`src/tcsp_pkg.sv`:
```
package tcsp_pkg;

    // register addresses
    localparam logic [15:0] TCSP_ADDR_MODE   = 16'hff80;
    localparam logic [15:0] TCSP_ADDR_CLKSEL = 16'hff81;
    localparam logic [15:0] TCSP_ADDR_TXBUF  = 16'hff82;
    localparam logic [15:0] TCSP_ADDR_SHIFT  = 16'hff83;

    // serial_mode_control field positions
    localparam int TCSP_MODE_EN_BIT   = 7;
    localparam int TCSP_MODE_TRMD_BIT = 6;
    localparam int TCSP_MODE_DIR_BIT  = 4;
    localparam int TCSP_MODE_BUSY_BIT = 0;

    // serial_clock_select_reg field positions
    localparam int TCSP_CSEL_CKP_BIT = 4;
    localparam int TCSP_CSEL_DAP_BIT = 3;

    // reset values
    localparam logic [7:0] TCSP_MODE_RST   = 8'h00;
    localparam logic [7:0] TCSP_CLKSEL_RST = 8'h00;

    // clock-select code that hands the serial clock to the outside master
    localparam logic [2:0] TCSP_CKS_EXT = 3'h7;

    // bits per transfer
    localparam logic [3:0] TCSP_BITS = 4'h8;

    // fifo depth in the receive path
    localparam int TCSP_FIFO_DEPTH = 4;

    typedef enum logic [1:0] {
        TCSP_IDLE,
        TCSP_LEAD,
        TCSP_TRAIL
    } tcsp_state_t;

    // cpu-side register access
    typedef struct packed {
        logic        wr;
        logic        rd;
        logic [15:0] addr;
        logic [7:0]  wdata;
        logic [7:0]  wmask;
    } tcsp_cpu_req_t;

    // pin drive bundle: enables are low while driving
    typedef struct packed {
        logic sck_out;
        logic sck_oe_n;
        logic so_out;
        logic so_oe_n;
    } tcsp_pins_t;

endpackage : tcsp_pkg

```
`src/tcsp_fifo.sv`:
```
`timescale 1ns/100ps
module tcsp_fifo
    import tcsp_pkg::*;
#(
    parameter int WIDTH = 8,
    parameter int DEPTH = TCSP_FIFO_DEPTH
) (
    input  wire logic             clk_i,
    input  wire logic             rstn_i,
    input  wire logic             clr_i,
    input  wire logic             in_valid_i,
    output logic                  in_ready_o,
    input  wire logic [WIDTH-1:0] in_data_i,
    output logic                  out_valid_o,
    input  wire logic             out_ready_i,
    output logic [WIDTH-1:0]      out_data_o
);
    localparam int AW = $clog2(DEPTH);

    typedef struct packed {
        logic [AW-1:0] wp;
        logic [AW-1:0] rp;
        logic [AW:0]   cnt;
    } tcsp_fifo_st_t;

    logic [WIDTH-1:0] mem [DEPTH];
    tcsp_fifo_st_t    st_r;
    tcsp_fifo_st_t    st_nxt;
    logic             push;
    logic             pop;

    assign in_ready_o  = (st_r.cnt != (AW+1)'(DEPTH));
    assign out_valid_o = (st_r.cnt != '0);
    assign out_data_o  = mem[st_r.rp];
    assign push        = in_valid_i && in_ready_o;
    assign pop         = out_valid_o && out_ready_i;

    // pointer and count update
    always_comb begin
        st_nxt = st_r;
        if (push) begin
            st_nxt.wp = (st_r.wp == AW'(DEPTH-1)) ? '0 : st_r.wp + 1'b1;
        end
        if (pop) begin
            st_nxt.rp = (st_r.rp == AW'(DEPTH-1)) ? '0 : st_r.rp + 1'b1;
        end
        st_nxt.cnt = st_r.cnt + (AW+1)'(push) - (AW+1)'(pop);
        if (clr_i) begin
            st_nxt = '0;
        end
    end

    always_ff @(posedge clk_i) begin
        if (!rstn_i) begin
            st_r <= '0;
        end else begin
            st_r <= st_nxt;
        end
    end

    // storage holds no control, so it needs no reset
    always_ff @(posedge clk_i) begin
        if (push) begin
            mem[st_r.wp] <= in_data_i;
        end
    end
endmodule : tcsp_fifo

```
`src/tcsp_port.sv`:
```
// What this block does
// - clearing enable stops all serial traffic
// - enable low holds serial logic in reset
// - enable low clears busy flag and shifter
// - mode register byte/bit writable, resets zero
// - mode layout bits 7,6,4,0; rest zero
// - three lines: clock, data out, data in
// - exactly eight bits, clocked by serial clock
// - tx/rx mode: buffer write starts transfer
// - receive mode: shift read starts reception
// - busy bit set throughout a transfer
// - after eight bits raise done, clear busy
// - unused pins stay general purpose port pins
// - codes 0-6 divide by 2..128, 7 external
// - direction 0 msb first, 1 lsb first
// - receive-only mode holds data out low with the pin released
`timescale 1ns/100ps
module tcsp_port
    import tcsp_pkg::*;
(
    input  wire logic          clk_i,
    input  wire logic          rstn_i,
    input  wire tcsp_cpu_req_t cpu_i,
    output logic [7:0]         rdata_o,
    output logic               done_irq_flag_o,
    input  wire logic          sck_pin_i,
    input  wire logic          si_pin_i,
    output logic               sck_pin_o,
    output logic               sck_pin_oe_n_o,
    output logic               so_pin_o,
    output logic               so_pin_oe_n_o,
    output logic               rx_valid_o,
    input  wire logic          rx_ready_i,
    output logic [7:0]         rx_data_o
);
    typedef struct packed {
        logic [7:0]  mode;
        logic [7:0]  csel;
        logic [7:0]  txbuf;
        logic [7:0]  shift;
        logic [3:0]  bits;
        logic [6:0]  div;
        tcsp_state_t fsm;
        logic        so;
        logic        sck;
        logic        ext_q;
        logic        done;
        logic [7:0]  rdata;
        tcsp_pins_t  pins;
    } tcsp_st_t;

    tcsp_st_t   st_r;
    tcsp_st_t   st_nxt;
    logic [1:0] sck_sync_r;
    logic [1:0] si_sync_r;
    logic       en;
    logic       trmd;
    logic       dir;
    logic       ckp;
    logic       dap;
    logic       slave;
    logic       tick;
    logic       lead_edge;
    logic       trail_edge;
    logic       start;
    logic       rx_push;
    logic       rx_room;

    // position-aware bit pick used for both the first bit and shifts
    function automatic logic pick_out(input logic [7:0] d, input logic lsb);
        pick_out = lsb ? d[0] : d[7];
    endfunction : pick_out

    function automatic logic [7:0] shift_in(input logic [7:0] d,
                                            input logic lsb,
                                            input logic b);
        shift_in = lsb ? {b, d[7:1]} : {d[6:0], b};
    endfunction : shift_in

    ////////////////////////////////////////////////////////////////////////
    // pin synchronisers: the first stage feeds only the second
    always_ff @(posedge clk_i) begin
        if (!rstn_i) begin
            sck_sync_r <= 2'h0;
            si_sync_r  <= 2'h0;
        end else begin
            sck_sync_r <= {sck_sync_r[0], sck_pin_i};
            si_sync_r  <= {si_sync_r[0], si_pin_i};
        end
    end

    assign en    = st_r.mode[TCSP_MODE_EN_BIT];
    assign trmd  = st_r.mode[TCSP_MODE_TRMD_BIT];
    assign dir   = st_r.mode[TCSP_MODE_DIR_BIT];
    assign ckp   = st_r.csel[TCSP_CSEL_CKP_BIT];
    assign dap   = st_r.csel[TCSP_CSEL_DAP_BIT];
    assign slave = (st_r.csel[2:0] == TCSP_CKS_EXT);

    // master clock: code n gives a half period of 2^n cycles, so the
    // serial clock runs at the system clock divided by 2^(n+1)
    assign tick = (st_r.div == (7'h1 << st_r.csel[2:0]) - 7'h1);

    // edges: master lead = leaving idle level ckp; external clock lead = returning to ckp
    always_comb begin
        lead_edge  = 1'b0;
        trail_edge = 1'b0;
        if (slave) begin
            lead_edge  = (st_r.ext_q != ckp) && (sck_sync_r[1] == ckp);
            trail_edge = (st_r.ext_q == ckp) && (sck_sync_r[1] != ckp);
        end else if (tick) begin
            lead_edge  = (st_r.fsm == TCSP_LEAD);
            trail_edge = (st_r.fsm == TCSP_TRAIL);
        end
    end

    // start triggers
    assign start = en && (st_r.fsm == TCSP_IDLE) &&
        ((trmd && cpu_i.wr && cpu_i.addr == TCSP_ADDR_TXBUF) ||
         (!trmd && cpu_i.rd && cpu_i.addr == TCSP_ADDR_SHIFT));

    ////////////////////////////////////////////////////////////////////////
    // register file, shift engine and pin drive
    always_comb begin
        st_nxt      = st_r;
        st_nxt.done = 1'b0;
        rx_push     = 1'b0;
        st_nxt.ext_q = sck_sync_r[1];

        // register writes with byte-lane bit mask
        if (cpu_i.wr) begin
            case (cpu_i.addr)
                TCSP_ADDR_MODE: begin
                    st_nxt.mode = (st_r.mode & ~cpu_i.wmask) |
                                  (cpu_i.wdata & cpu_i.wmask & 8'hd0);
                    st_nxt.mode[TCSP_MODE_BUSY_BIT] =
                        st_r.mode[TCSP_MODE_BUSY_BIT];
                end
                TCSP_ADDR_CLKSEL: st_nxt.csel = (st_r.csel & ~cpu_i.wmask) |
                                  (cpu_i.wdata & cpu_i.wmask & 8'h1f);
                TCSP_ADDR_TXBUF:  st_nxt.txbuf = (st_r.txbuf & ~cpu_i.wmask) |
                                  (cpu_i.wdata & cpu_i.wmask);
                default: ;
            endcase
        end

        // readback
        case (cpu_i.addr)
            TCSP_ADDR_MODE:   st_nxt.rdata = st_r.mode;
            TCSP_ADDR_CLKSEL: st_nxt.rdata = st_r.csel;
            TCSP_ADDR_TXBUF:  st_nxt.rdata = st_r.txbuf;
            TCSP_ADDR_SHIFT:  st_nxt.rdata = st_r.shift;
            default:          st_nxt.rdata = 8'h00;
        endcase

        // divider only runs while a master transfer is live
        if (st_r.fsm == TCSP_IDLE || tick || slave) begin
            st_nxt.div = 7'h00;
        end else begin
            st_nxt.div = st_r.div + 7'h1;
        end

        case (st_r.fsm)
            TCSP_IDLE: begin
                if (start) begin
                    st_nxt.fsm  = TCSP_LEAD;
                    st_nxt.bits = 4'h0;
                    st_nxt.mode[TCSP_MODE_BUSY_BIT] = 1'b1;
                    if (trmd) begin
                        st_nxt.shift = cpu_i.wdata;
                        // phase types 2/4 present the first bit at once
                        if (dap) begin
                            st_nxt.so = pick_out(cpu_i.wdata, dir);
                        end
                    end
                end
            end
            TCSP_LEAD: begin
                if (lead_edge) begin
                    st_nxt.sck = ~ckp;
                    if (!dap && trmd) begin
                        st_nxt.so = pick_out(st_r.shift, dir);
                    end
                    st_nxt.fsm = TCSP_TRAIL;
                end
            end
            TCSP_TRAIL: begin
                if (trail_edge) begin
                    st_nxt.sck   = ckp;
                    st_nxt.shift = shift_in(st_r.shift, dir, si_sync_r[1]);
                    st_nxt.bits  = st_r.bits + 4'h1;
                    if (st_r.bits == TCSP_BITS - 4'h1) begin
                        st_nxt.fsm  = TCSP_IDLE;
                        st_nxt.done = 1'b1;
                        rx_push     = 1'b1;
                        st_nxt.mode[TCSP_MODE_BUSY_BIT] = 1'b0;
                    end else begin
                        st_nxt.fsm = TCSP_LEAD;
                        if (dap && trmd) begin
                            st_nxt.so = pick_out(
                                shift_in(st_r.shift, dir, si_sync_r[1]), dir);
                        end
                    end
                end
            end
            default: st_nxt.fsm = TCSP_IDLE;
        endcase

        // idle clock level follows polarity when not mid-bit
        if (st_r.fsm == TCSP_IDLE) begin
            st_nxt.sck = ckp;
        end
        // receive-only keeps data out low
        if (!trmd) begin
            st_nxt.so = 1'b0;
        end

        // pins: port pins released unless mode uses them
        st_nxt.pins.sck_out  = st_nxt.sck;
        st_nxt.pins.sck_oe_n = !(st_nxt.mode[TCSP_MODE_EN_BIT] && !slave);
        st_nxt.pins.so_out   = st_nxt.so;
        st_nxt.pins.so_oe_n  = !(st_nxt.mode[TCSP_MODE_EN_BIT] &&
                                 st_nxt.mode[TCSP_MODE_TRMD_BIT]);

        // disable acts as a reset on the serial engine
        if (!st_nxt.mode[TCSP_MODE_EN_BIT]) begin
            st_nxt.fsm   = TCSP_IDLE;
            st_nxt.shift = 8'h00;
            st_nxt.bits  = 4'h0;
            st_nxt.div   = 7'h00;
            st_nxt.sck   = ckp;
            st_nxt.mode[TCSP_MODE_BUSY_BIT] = 1'b0;
            st_nxt.pins.sck_oe_n = 1'b1;
            st_nxt.pins.so_oe_n  = 1'b1;
            rx_push = 1'b0;
        end
    end

    always_ff @(posedge clk_i) begin
        if (!rstn_i) begin
            st_r      <= '0;
            st_r.mode <= TCSP_MODE_RST;
            st_r.csel <= TCSP_CLKSEL_RST;
            st_r.pins <= '{sck_out: 1'b0, sck_oe_n: 1'b1,
                           so_out: 1'b0, so_oe_n: 1'b1};
        end else begin
            st_r <= st_nxt;
        end
    end

    ////////////////////////////////////////////////////////////////////////
    // received bytes queue for the consumer; overflow drops silently
    tcsp_fifo #(
        .WIDTH (8),
        .DEPTH (TCSP_FIFO_DEPTH)
    ) u_rx_fifo (
        .clk_i       (clk_i),
        .rstn_i      (rstn_i),
        .clr_i       (!en),
        .in_valid_i  (rx_push),
        .in_ready_o  (rx_room),
        .in_data_i   (st_nxt.shift),
        .out_valid_o (rx_valid_o),
        .out_ready_i (rx_ready_i),
        .out_data_o  (rx_data_o)
    );

    assign rdata_o         = st_r.rdata;
    assign done_irq_flag_o = st_r.done;
    assign sck_pin_o       = st_r.pins.sck_out;
    assign sck_pin_oe_n_o  = st_r.pins.sck_oe_n;
    assign so_pin_o        = st_r.pins.so_out;
    assign so_pin_oe_n_o   = st_r.pins.so_oe_n;

    ////////////////////////////////////////////////////////////////////////
    // checks
    a_reserved_zero: assert property (@(posedge clk_i) disable iff (!rstn_i)
        (st_r.mode & 8'h2e) == 8'h00 && (st_r.csel & 8'he0) == 8'h00)
        else $error("reserved bits set");
    a_disable_clears: assert property (@(posedge clk_i) disable iff (!rstn_i)
        !en |-> st_r.mode[0] == 1'b0 && st_r.shift == 8'h00)
        else $error("disabled engine not cleared");
    a_start_busy: assert property (@(posedge clk_i) disable iff (!rstn_i)
        start |=> st_r.mode[0] || !en)
        else $error("busy not set after start");
    a_done_clears: assert property (@(posedge clk_i) disable iff (!rstn_i)
        st_r.done |-> !st_r.mode[0] && $past(st_r.mode[0]))
        else $error("done without busy end");
    a_eight_bits: assert property (@(posedge clk_i) disable iff (!rstn_i)
        st_r.done |-> $past(st_r.bits) == 4'h7)
        else $error("transfer length not eight");
    a_rx_low: assert property (@(posedge clk_i) disable iff (!rstn_i)
        !trmd && !$past(trmd) |-> !so_pin_o)
        else $error("data out not low in receive mode");
    a_pins_free: assert property (@(posedge clk_i) disable iff (!rstn_i)
        !en && !$past(en) |-> sck_pin_oe_n_o && so_pin_oe_n_o)
        else $error("pins driven while disabled");
    a_stop_idle: assert property (@(posedge clk_i) disable iff (!rstn_i)
        !en |=> st_r.fsm == TCSP_IDLE)
        else $error("traffic while disabled");
    a_fast_clock: assert property (@(posedge clk_i) disable iff (!rstn_i)
        en && !slave && st_r.csel[2:0] == 3'h0 && st_r.fsm == TCSP_LEAD
        |=> st_r.fsm != TCSP_LEAD || !en)
        else $error("divide by two not honoured");
endmodule : tcsp_port

```
`config.mk`:
```
export PLATFORM = sky130hd
export DESIGN_NAME = tcsp_port
export DESIGN_NICKNAME = d
export VERILOG_FILES = /design/src/tcsp_pkg.sv /design/src/tcsp_fifo.sv /design/src/tcsp_port.sv
export SDC_FILE = /design/constraint.sdc
export NUM_CORES = 1
export LEC_CHECK = 0
export ABC_CLOCK_PERIOD_IN_PS = 8700
export BUFFER_PORTS_ARGS = -buffer_cell sky130_fd_sc_hd__buf_2
export CAP_MARGIN = 15
export CELL_PAD_IN_SITES_DETAIL_PLACEMENT = 1
export CELL_PAD_IN_SITES_GLOBAL_PLACEMENT = 1
export CORE_AREA = 2 2 105 107
export DETAILED_ROUTE_END_ITERATION = 8
export DIE_AREA = 0 0 107 109
export PLACE_DENSITY = 0.89
export SETUP_SLACK_MARGIN = 0.4
export SLEW_MARGIN = 20
export SYNTH_ARGS = -nofsm -noshare
export SYNTH_HDL_FRONTEND = slang
export SYNTH_HIERARCHICAL = 1
export SYNTH_SLANG_ARGS = --single-unit
```
`constraint.sdc`:
```
create_clock -name clk_i -period 8.7 [get_ports clk_i]
set_input_delay 0.87 -clock clk_i [delete_from_list [all_inputs] [get_ports clk_i]]
set_output_delay 0.87 -clock clk_i [all_outputs]
set_load 0.1 [all_outputs]
```
==> results_dict.tcl, run 1 <==
set metrics [dict create \
    status "complete, no violations" \
    first_global_vias 4220 \
    cap_violations 0 \
    grt_max_degree 37 \
    p_leak_nw 2.05 \
    wl_mm 13.6 \
    htreeDepth 3 \
    rsz0062_at_grt "no" \
    syn_avg_cell_area_um2 10.4 \
    power.density_nw_per_um2 154 \
    final.fill_count 1177 \
    ys_warn_count 6 \
    cts_tree "built" \
    skew_ps 9.08 \
    crit_path_end_kind "flop" \
    layout-drive-gt1-share_pct 22.1 \
    netlist_area_um2 5070 \
    ys_seq_area_share_pct 47.7 \
    busiest_layer "met2" \
    maxSlewViolCount 0 \
    firstDrtPassIters 4 \
    tightest_slew_ps 863 \
    required_ps 9000 \
    dp_hpwl_mm 9.73 \
    synth_area_leaders "dfxtp_1 (29%), edfxtp_1 (19%), mux2i_1 (5.7%)" \
    synth-seq-cells 105 \
    cts_max_path_buffers 2 \
    area_growth_syn_to_layout_pct 10.6 \
    hold_viol_final 0 \
    globalRouteMet1Util_pct 28.5 \
    core_um2 10600 \
    clk_latency_ps 390 \
    synth_top_cell_by_area "dfxtp_1" \
    fin_crit_sh_pct 51.6 \
    drt_iter0_markers 280 \
    cts_setup_buffers 0 \
    min_path_type "flop to flop" \
    synth_top_family_by_area "simple AND/OR/NAND/NOR gates" \
    synth_mux_area_share_pct 12.2 \
    clock-sinks 105 \
    synth_fp_nets 541 \
    grt_pass1_wl_mm 21.7 \
    synth_edf_count 32 \
    final_nets 581 \
    yosysUniqueCellTypes 68 \
    hold_buffers 0 \
    setup_viol 0 \
    viasPerCell 5.81 \
    max_freq_mhz 223 \
    synth.most_common_cell "dfxtp_1" \
    diodes 0 \
    num_rows 38 \
    grt-ovfl-total 0 \
    finalSetupTns_ps 0 \
    clk_pin_slew_ps 100 \
    antenna_found_initial 0 \
    period_needed_ps 4490 \
    cts-root-buf "clkbuf_8" \
    ios 61 \
    worst_ep_arrival_time_ps 4790 \
    port_buffers 60 \
    cts-resized-gates 0 \
    peakVddDrop_uv 96.1 \
    floorplan.initialDensity_pct 47.9 \
    syn_inst 488 \
    die_area_um2 11700 \
    startpoint_type "input pin" \
    drc 0 \
    ys_top_cells_by_count "dfxtp_1 (73), nand2_1 (49), nor2_1 (45)" \
    synthFlopType "dfxtp_1" \
    gp_congestion 0.818 \
    async_flop_share_pct 0 \
    die_y_um 109 \
    met2_usage_pct 43.1 \
    die_w_um 107 \
    relSlewSlack_pct 42.0 \
    synthAdderAreaFrac_pct 3.60 \
    synth_xor_xnor_area_share_pct 1.04 \
    met3_usage_pct 4.12 \
    vias 3908 \
    cp_max_fo 11 \
    synth-simple-area-share_pct 19.3 \
    wire_per_inst_um 20.2 \
    total_power_mw 0.864 \
    cts_inserted_buffers 9 \
    synth.top_cell.area_share_pct 28.8 \
    synth_compound_area_share_pct 11.5 \
    drtAntennaViolNets 0 \
    path_class "input pin to flop" \
    grt_use_total_pct 24.2 \
]
-- worst max-delay path, cell delays in order --
cell	delay [ps]
buf_2	100
or4b_4	540
nor4_4	410
nand4_1	170
mux2i_1	140
buf_4	180
nor4_1	730
nand2_4	120
ha_1	340
inv_1	60
ha_1	140
inv_1	50
fa_1	380
xor2_1	170
and2_2	210
nor3_1	170
-- power by group --
| part | internal (mW) | switching [mW] | leakage, nW |
|---|---|---|---|
| logic | 0.0102 | 0.0135 | 1.10 |
| registers | 0.502 | 0.000474 | 0.847 |
| clock network | 0.163 | 0.175 | 0.0991 |
| total | 0.675 | 0.189 | 2.05 |
-- stage by stage --
stage	utilization, %	cells	hold slack [ps]	worst slack [ps]	area (um^2)
2_1_floorplan	-	488	410	4410	5070
3_3_place_gp	50.9	657	419	4150	5390
3_5_place_dp	50.9	657	428	3820	5390
4_1_cts	52.9	673	447	4230	5610
5_1_grt	52.9	673	468	3970	5610
6_report	52.9	673	444	4210	5610
-- worst paths after layout --
path	slack (ps)	to	startpoint	depth (start not counted)
setup / recovery	4210	u_rx_fifo/st_r[2]$_SDFF_PP0_	cpu_i[19]	16
hold reg to reg	440	st_r[56]$_SDFFE_PN0P_	st_r[56]$_SDFFE_PN0P_	2
setup reg to reg	4390	u_rx_fifo/st_r[2]$_SDFF_PP0_	flop	16
hold / removal	440	st_r[56]$_SDFFE_PN0P_	st_r[56]$_SDFFE_PN0P_	2
-- final cells by class --
type | instances | area [um^2] | share of cell area [%]
multi-input cells | 333 | 2420 | 43.1
inverters | 17 | 63.8 | 1.14
flip-flops and latches | 105 | 2420 | 43.2
well taps | 140 | 175 | 3.12
clock buffers | 10 | 128 | 2.27
repair buffers | 62 | 315 | 5.62
clock inverters | 6 | 91.3 | 1.63
-- logic make-up (layout without fill, tap and decap cells) --
kind of cell    count (synthesis)  count (layout)
buf+inv                        50              95
flops                         105             105
fa+ha+maj                      14              14
xor+xnor                        6               6
compound gates                 76              76
simple gates                  187             187
mux                            50              50
-- metal layers --
layer / up-vias / wire, um
met5: - / 0
met4: 0 / 425
met3: 35 / 510
met2: 111 / 7030
met1: 1940 / 5630
li1: 1822 / -
-- layout by cell type (no fill, tap or decap), types with 7 or more instances in the layout --
master and n:
edfxtp_1 32, clkbuf_8 9, mux2i_1 29, nor3b_1 7, inv_1 17, nor2_1 45, and2_1 7, mux2_2 13
a21oi_1 19, buf_2 60, nand2_1 49, ha_1 13, nand3_1 11, nand2b_1 8, dfxtp_1 73, nor2b_1 23
mux4_2 8, o21ai_0 8
Note: power is estimated with default switching activity, not from simulation.
==> run 2: changes to the inputs <==
--- a/config.mk
+++ b/config.mk
@@ -5,15 +5,16 @@
 export SDC_FILE = /design/constraint.sdc
 export NUM_CORES = 1
 export LEC_CHECK = 0
-export ABC_CLOCK_PERIOD_IN_PS = 8700
+export ABC_AREA = 1
+export ABC_CLOCK_PERIOD_IN_PS = 3700
 export BUFFER_PORTS_ARGS = -buffer_cell sky130_fd_sc_hd__buf_2
 export CAP_MARGIN = 15
 export CELL_PAD_IN_SITES_DETAIL_PLACEMENT = 1
 export CELL_PAD_IN_SITES_GLOBAL_PLACEMENT = 1
-export CORE_AREA = 2 2 105 107
+export CORE_AREA = 2 2 122 124
 export DETAILED_ROUTE_END_ITERATION = 8
-export DIE_AREA = 0 0 107 109
-export PLACE_DENSITY = 0.89
+export DIE_AREA = 0 0 124 126
+export PLACE_DENSITY = 0.81
 export SETUP_SLACK_MARGIN = 0.4
 export SLEW_MARGIN = 20
 export SYNTH_ARGS = -nofsm -noshare
==> constraint.sdc (replaced) <==
create_clock -name clk_i -period 3.7 [get_ports clk_i]
set_input_delay 0.37 -clock clk_i [delete_from_list [all_inputs] [get_ports clk_i]]
set_output_delay 0.37 -clock clk_i [all_outputs]
set_load 0.1 [all_outputs]
==> run 2 against run 1 <==
Effect of this change: setup slack worse by 3600 ps; clock power rose to 3.2 times the previous value; via count rose by 26%; non-clock buffer count increased by 8; flip-flop and latch count did not move; power rose to 2.7 times the previous value; register-to-register slack worse by 3800 ps; worst hold slack got worse by 250 ps; wire length increased by 15%; area after synthesis increased by 9.8%; cell count grew 40%; final area is 14% higher; largest power group unchanged.
==> results_dict.tcl, run 2 <==
set metrics [dict create \
    tightest_slew_ps 755 \
    finalSetupTns_ps 0 \
    ys_top_cells_by_count "nand2_1 (111), inv_1 (103), nor2_1 (77)" \
    floorplan.initialDensity_pct 38.9 \
    fin_crit_sh_pct 83.0 \
    synth_edf_count 32 \
    cp_max_fo 8 \
    crit_path_end_kind "flop" \
    setup_viol 0 \
    die_y_um 126 \
    r2r-end "u_rx_fifo/st_r[2]$_SDFF_PP0_" \
    grt_pass1_wl_mm 25.7 \
    gp_congestion 0.910 \
    cts_tree "built" \
    required_ps 3950 \
    synth_area_leaders "dfxtp_1 (26%), edfxtp_1 (17%), nand2_1 (7.5%)" \
    vias 4942 \
    drt_iter0_markers 367 \
    netlist_area_um2 5570 \
    die_area_um2 15600 \
    mostFrequentLayoutCell "nand2_1" \
    p_leak_nw 2.75 \
    synth.top_cell.area_share_pct 26.2 \
    combPwrFrac_pct 3.6 \
    reg2reg_depth 18 \
    min_path_type "input pin to flop" \
    ys_seq_area_share_pct 43.5 \
    cap_violations 0 \
    first_global_vias 5274 \
    area_growth_syn_to_layout_pct 14.4 \
    peakVddDrop_uv 240 \
    hold_viol_final 0 \
    dp_hpwl_mm 11.4 \
    internal_power_mw 1.88 \
    synthFlopType "dfxtp_1" \
    p_sw_share_pct 20.4 \
    firstDrtPassIters 4 \
    r2r_slack_ps 630 \
    syn_inst 695 \
    max_freq_mhz 326 \
    layout-drive-gt1-share_pct 21.2 \
    status "complete, no violations" \
    synth_fp_nets 748 \
    ys_warn_count 6 \
    diodes 0 \
    syn_avg_cell_area_um2 8.02 \
    clockPowerShare_pct 46.2 \
    antenna_found_initial 0 \
    viasPerCell 5.26 \
    cts-root-buf "clkbuf_16" \
    multi_input_area_um2 2580 \
    synth.most_common_cell "nand2_1" \
    worst_ep_arrival_time_ps 3320 \
    clk_latency_ps 360 \
    cts_inserted_buffers 9 \
    synth-seq-cells 105 \
    layout_common_cells "nand2_1 (110), inv_1 (103), nor2_1 (76)" \
    htreeDepth 3 \
    synth_top_cell_by_area "dfxtp_1" \
    clk_pin_slew_ps 70 \
    grt_max_degree 26 \
    power.density_nw_per_um2 370 \
    maxSlewViolCount 0 \
    power_frac_seq_pct 50.2 \
    path_class "flop to flop" \
    cts_max_path_buffers 2 \
    async_flop_share_pct 0 \
    period_needed_ps 3070 \
    p_sw_mw 0.481 \
    relSlewSlack_pct 49.5 \
    die_w_um 124 \
    total_power_mw 2.36 \
    final_nets 803 \
    yosysUniqueCellTypes 46 \
    final.fill_count 1777 \
    wire_per_inst_um 16.6 \
    skew_ps 6.20 \
    grt_use_total_pct 21.1 \
    rsz0062_at_grt "no" \
    grt-ovfl-total 0 \
    clock-sinks 105 \
    ios 61 \
    regArea_um2 2430 \
    cp-endpoint "u_rx_fifo/st_r[2]$_SDFF_PP0_" \
    wl_mm 15.6 \
    startpoint_type "flop" \
    drtAntennaViolNets 0 \
    drc 0 \
    port_buffers 60 \
    core_um2 14300 \
    num_rows 44 \
]
-- run 2: cell types whose count changed after synthesis, moves of 14 or more --
cell,previous run,this run
nor2b_1,23,0
mux2i_1,29,0
nor2_1,45,77
o21ai_0,8,39
inv_1,17,103
nand2_1,49,111
a21oi_1,19,33
o22ai_1,2,20
nand3_1,11,39
-- run 2: how the worst min path moves through the flow --
stage	start	to	slack, ps	depth (start not counted)
floorplan	sck_sync_r[0]$_SDFF_PN0_	sck_sync_r[1]$_SDFF_PN0_	390	2
global placement	sck_sync_r[1]$_SDFF_PN0_	st_r[13]$_SDFF_PN0_	430	2
detailed placement	sck_sync_r[1]$_SDFF_PN0_	st_r[13]$_SDFF_PN0_	440	2
CTS	si_pin_i	si_sync_r[0]$_SDFF_PN0_	190	3
global route	si_pin_i	si_sync_r[0]$_SDFF_PN0_	220	3
finish	si_pin_i	si_sync_r[0]$_SDFF_PN0_	200	3
-- run 2: cell type report --
class / count / share of cell area, %
Multi-Input combinational cell: 451 / 40.5
Sequential cell: 105 / 38.1
Inverter: 113 / 6.67
Timing Repair Buffer: 70 / 5.89
Clock buffer: 13 / 3.83
Tap cell: 184 / 3.61
Clock inverter: 3 / 1.41
-- run 2: logic make-up (layout without fill, tap and decap cells) --
logic type	after synthesis	after routing	share of synthesized area [%]
flops	105	105	43.5
simple gates	286	286	25.2
buf+inv	139	199	10.8
fa+ha+maj	14	14	3.28
compound gates	144	144	16.2
xor+xnor	7	7	1.10
-- run 2: critical path, stage by stage (launching register included) --
cell	delay, ps
dfxtp_2	430
inv_1	90
nand3_1	90
nand3_1	110
nor2_2	210
nand4_4	170
nand2_8	110
nand2_4	60
inv_1	90
nand2_1	120
nor2_4	190
nand2_2	120
ha_1	310
inv_1	60
ha_1	150
inv_1	50
fa_1	370
o21ai_0	170
nor2_1	50
-- run 2: power groups by stage --
stage / combinational [mW] / clock (mW) / sequential, mW
floorplan: 0.0340 / 0 / 1.21
global placement: 0.0816 / 0 / 1.21
detailed placement: 0.0835 / 0 / 1.21
CTS: 0.0845 / 1.11 / 1.18
global route: 0.0922 / 1.16 / 1.18
finish: 0.0851 / 1.09 / 1.18
-- run 2: timing repair --
item | in CTS | in global routing
gates cloned | 0 | 0
gates resized for setup | 4 | 6
pin swaps | 0 | 1
endpoints found under the setup margin | 2 | 2
buffers inserted | 0 | 1
hold buffers | 0 | 0
endpoints found under the hold margin | 0 | 0
-- run 2: routing by layer --
layer  track usage, %  routed length, um  vias up
li1                 -                  -     2397
met5                0                  0        -
met4             9.39                435        0
met3             3.53                602       30
met1             25.3               6690     2418
met2             36.6               7890       97
-- run 2: per-stage QoR --
step	worst slack [ps]	hold slack, ps	instances	utilization [%]	cell area [um^2]
final	629	199	939	44.5	6380
after global routing	416	218	939	44.5	6380
after CTS	415	187	938	44.3	6340
after detailed placement	300	438	922	41.9	6000
after global placement	493	429	922	41.9	6000
after floorplan	855	390	695	-	5570
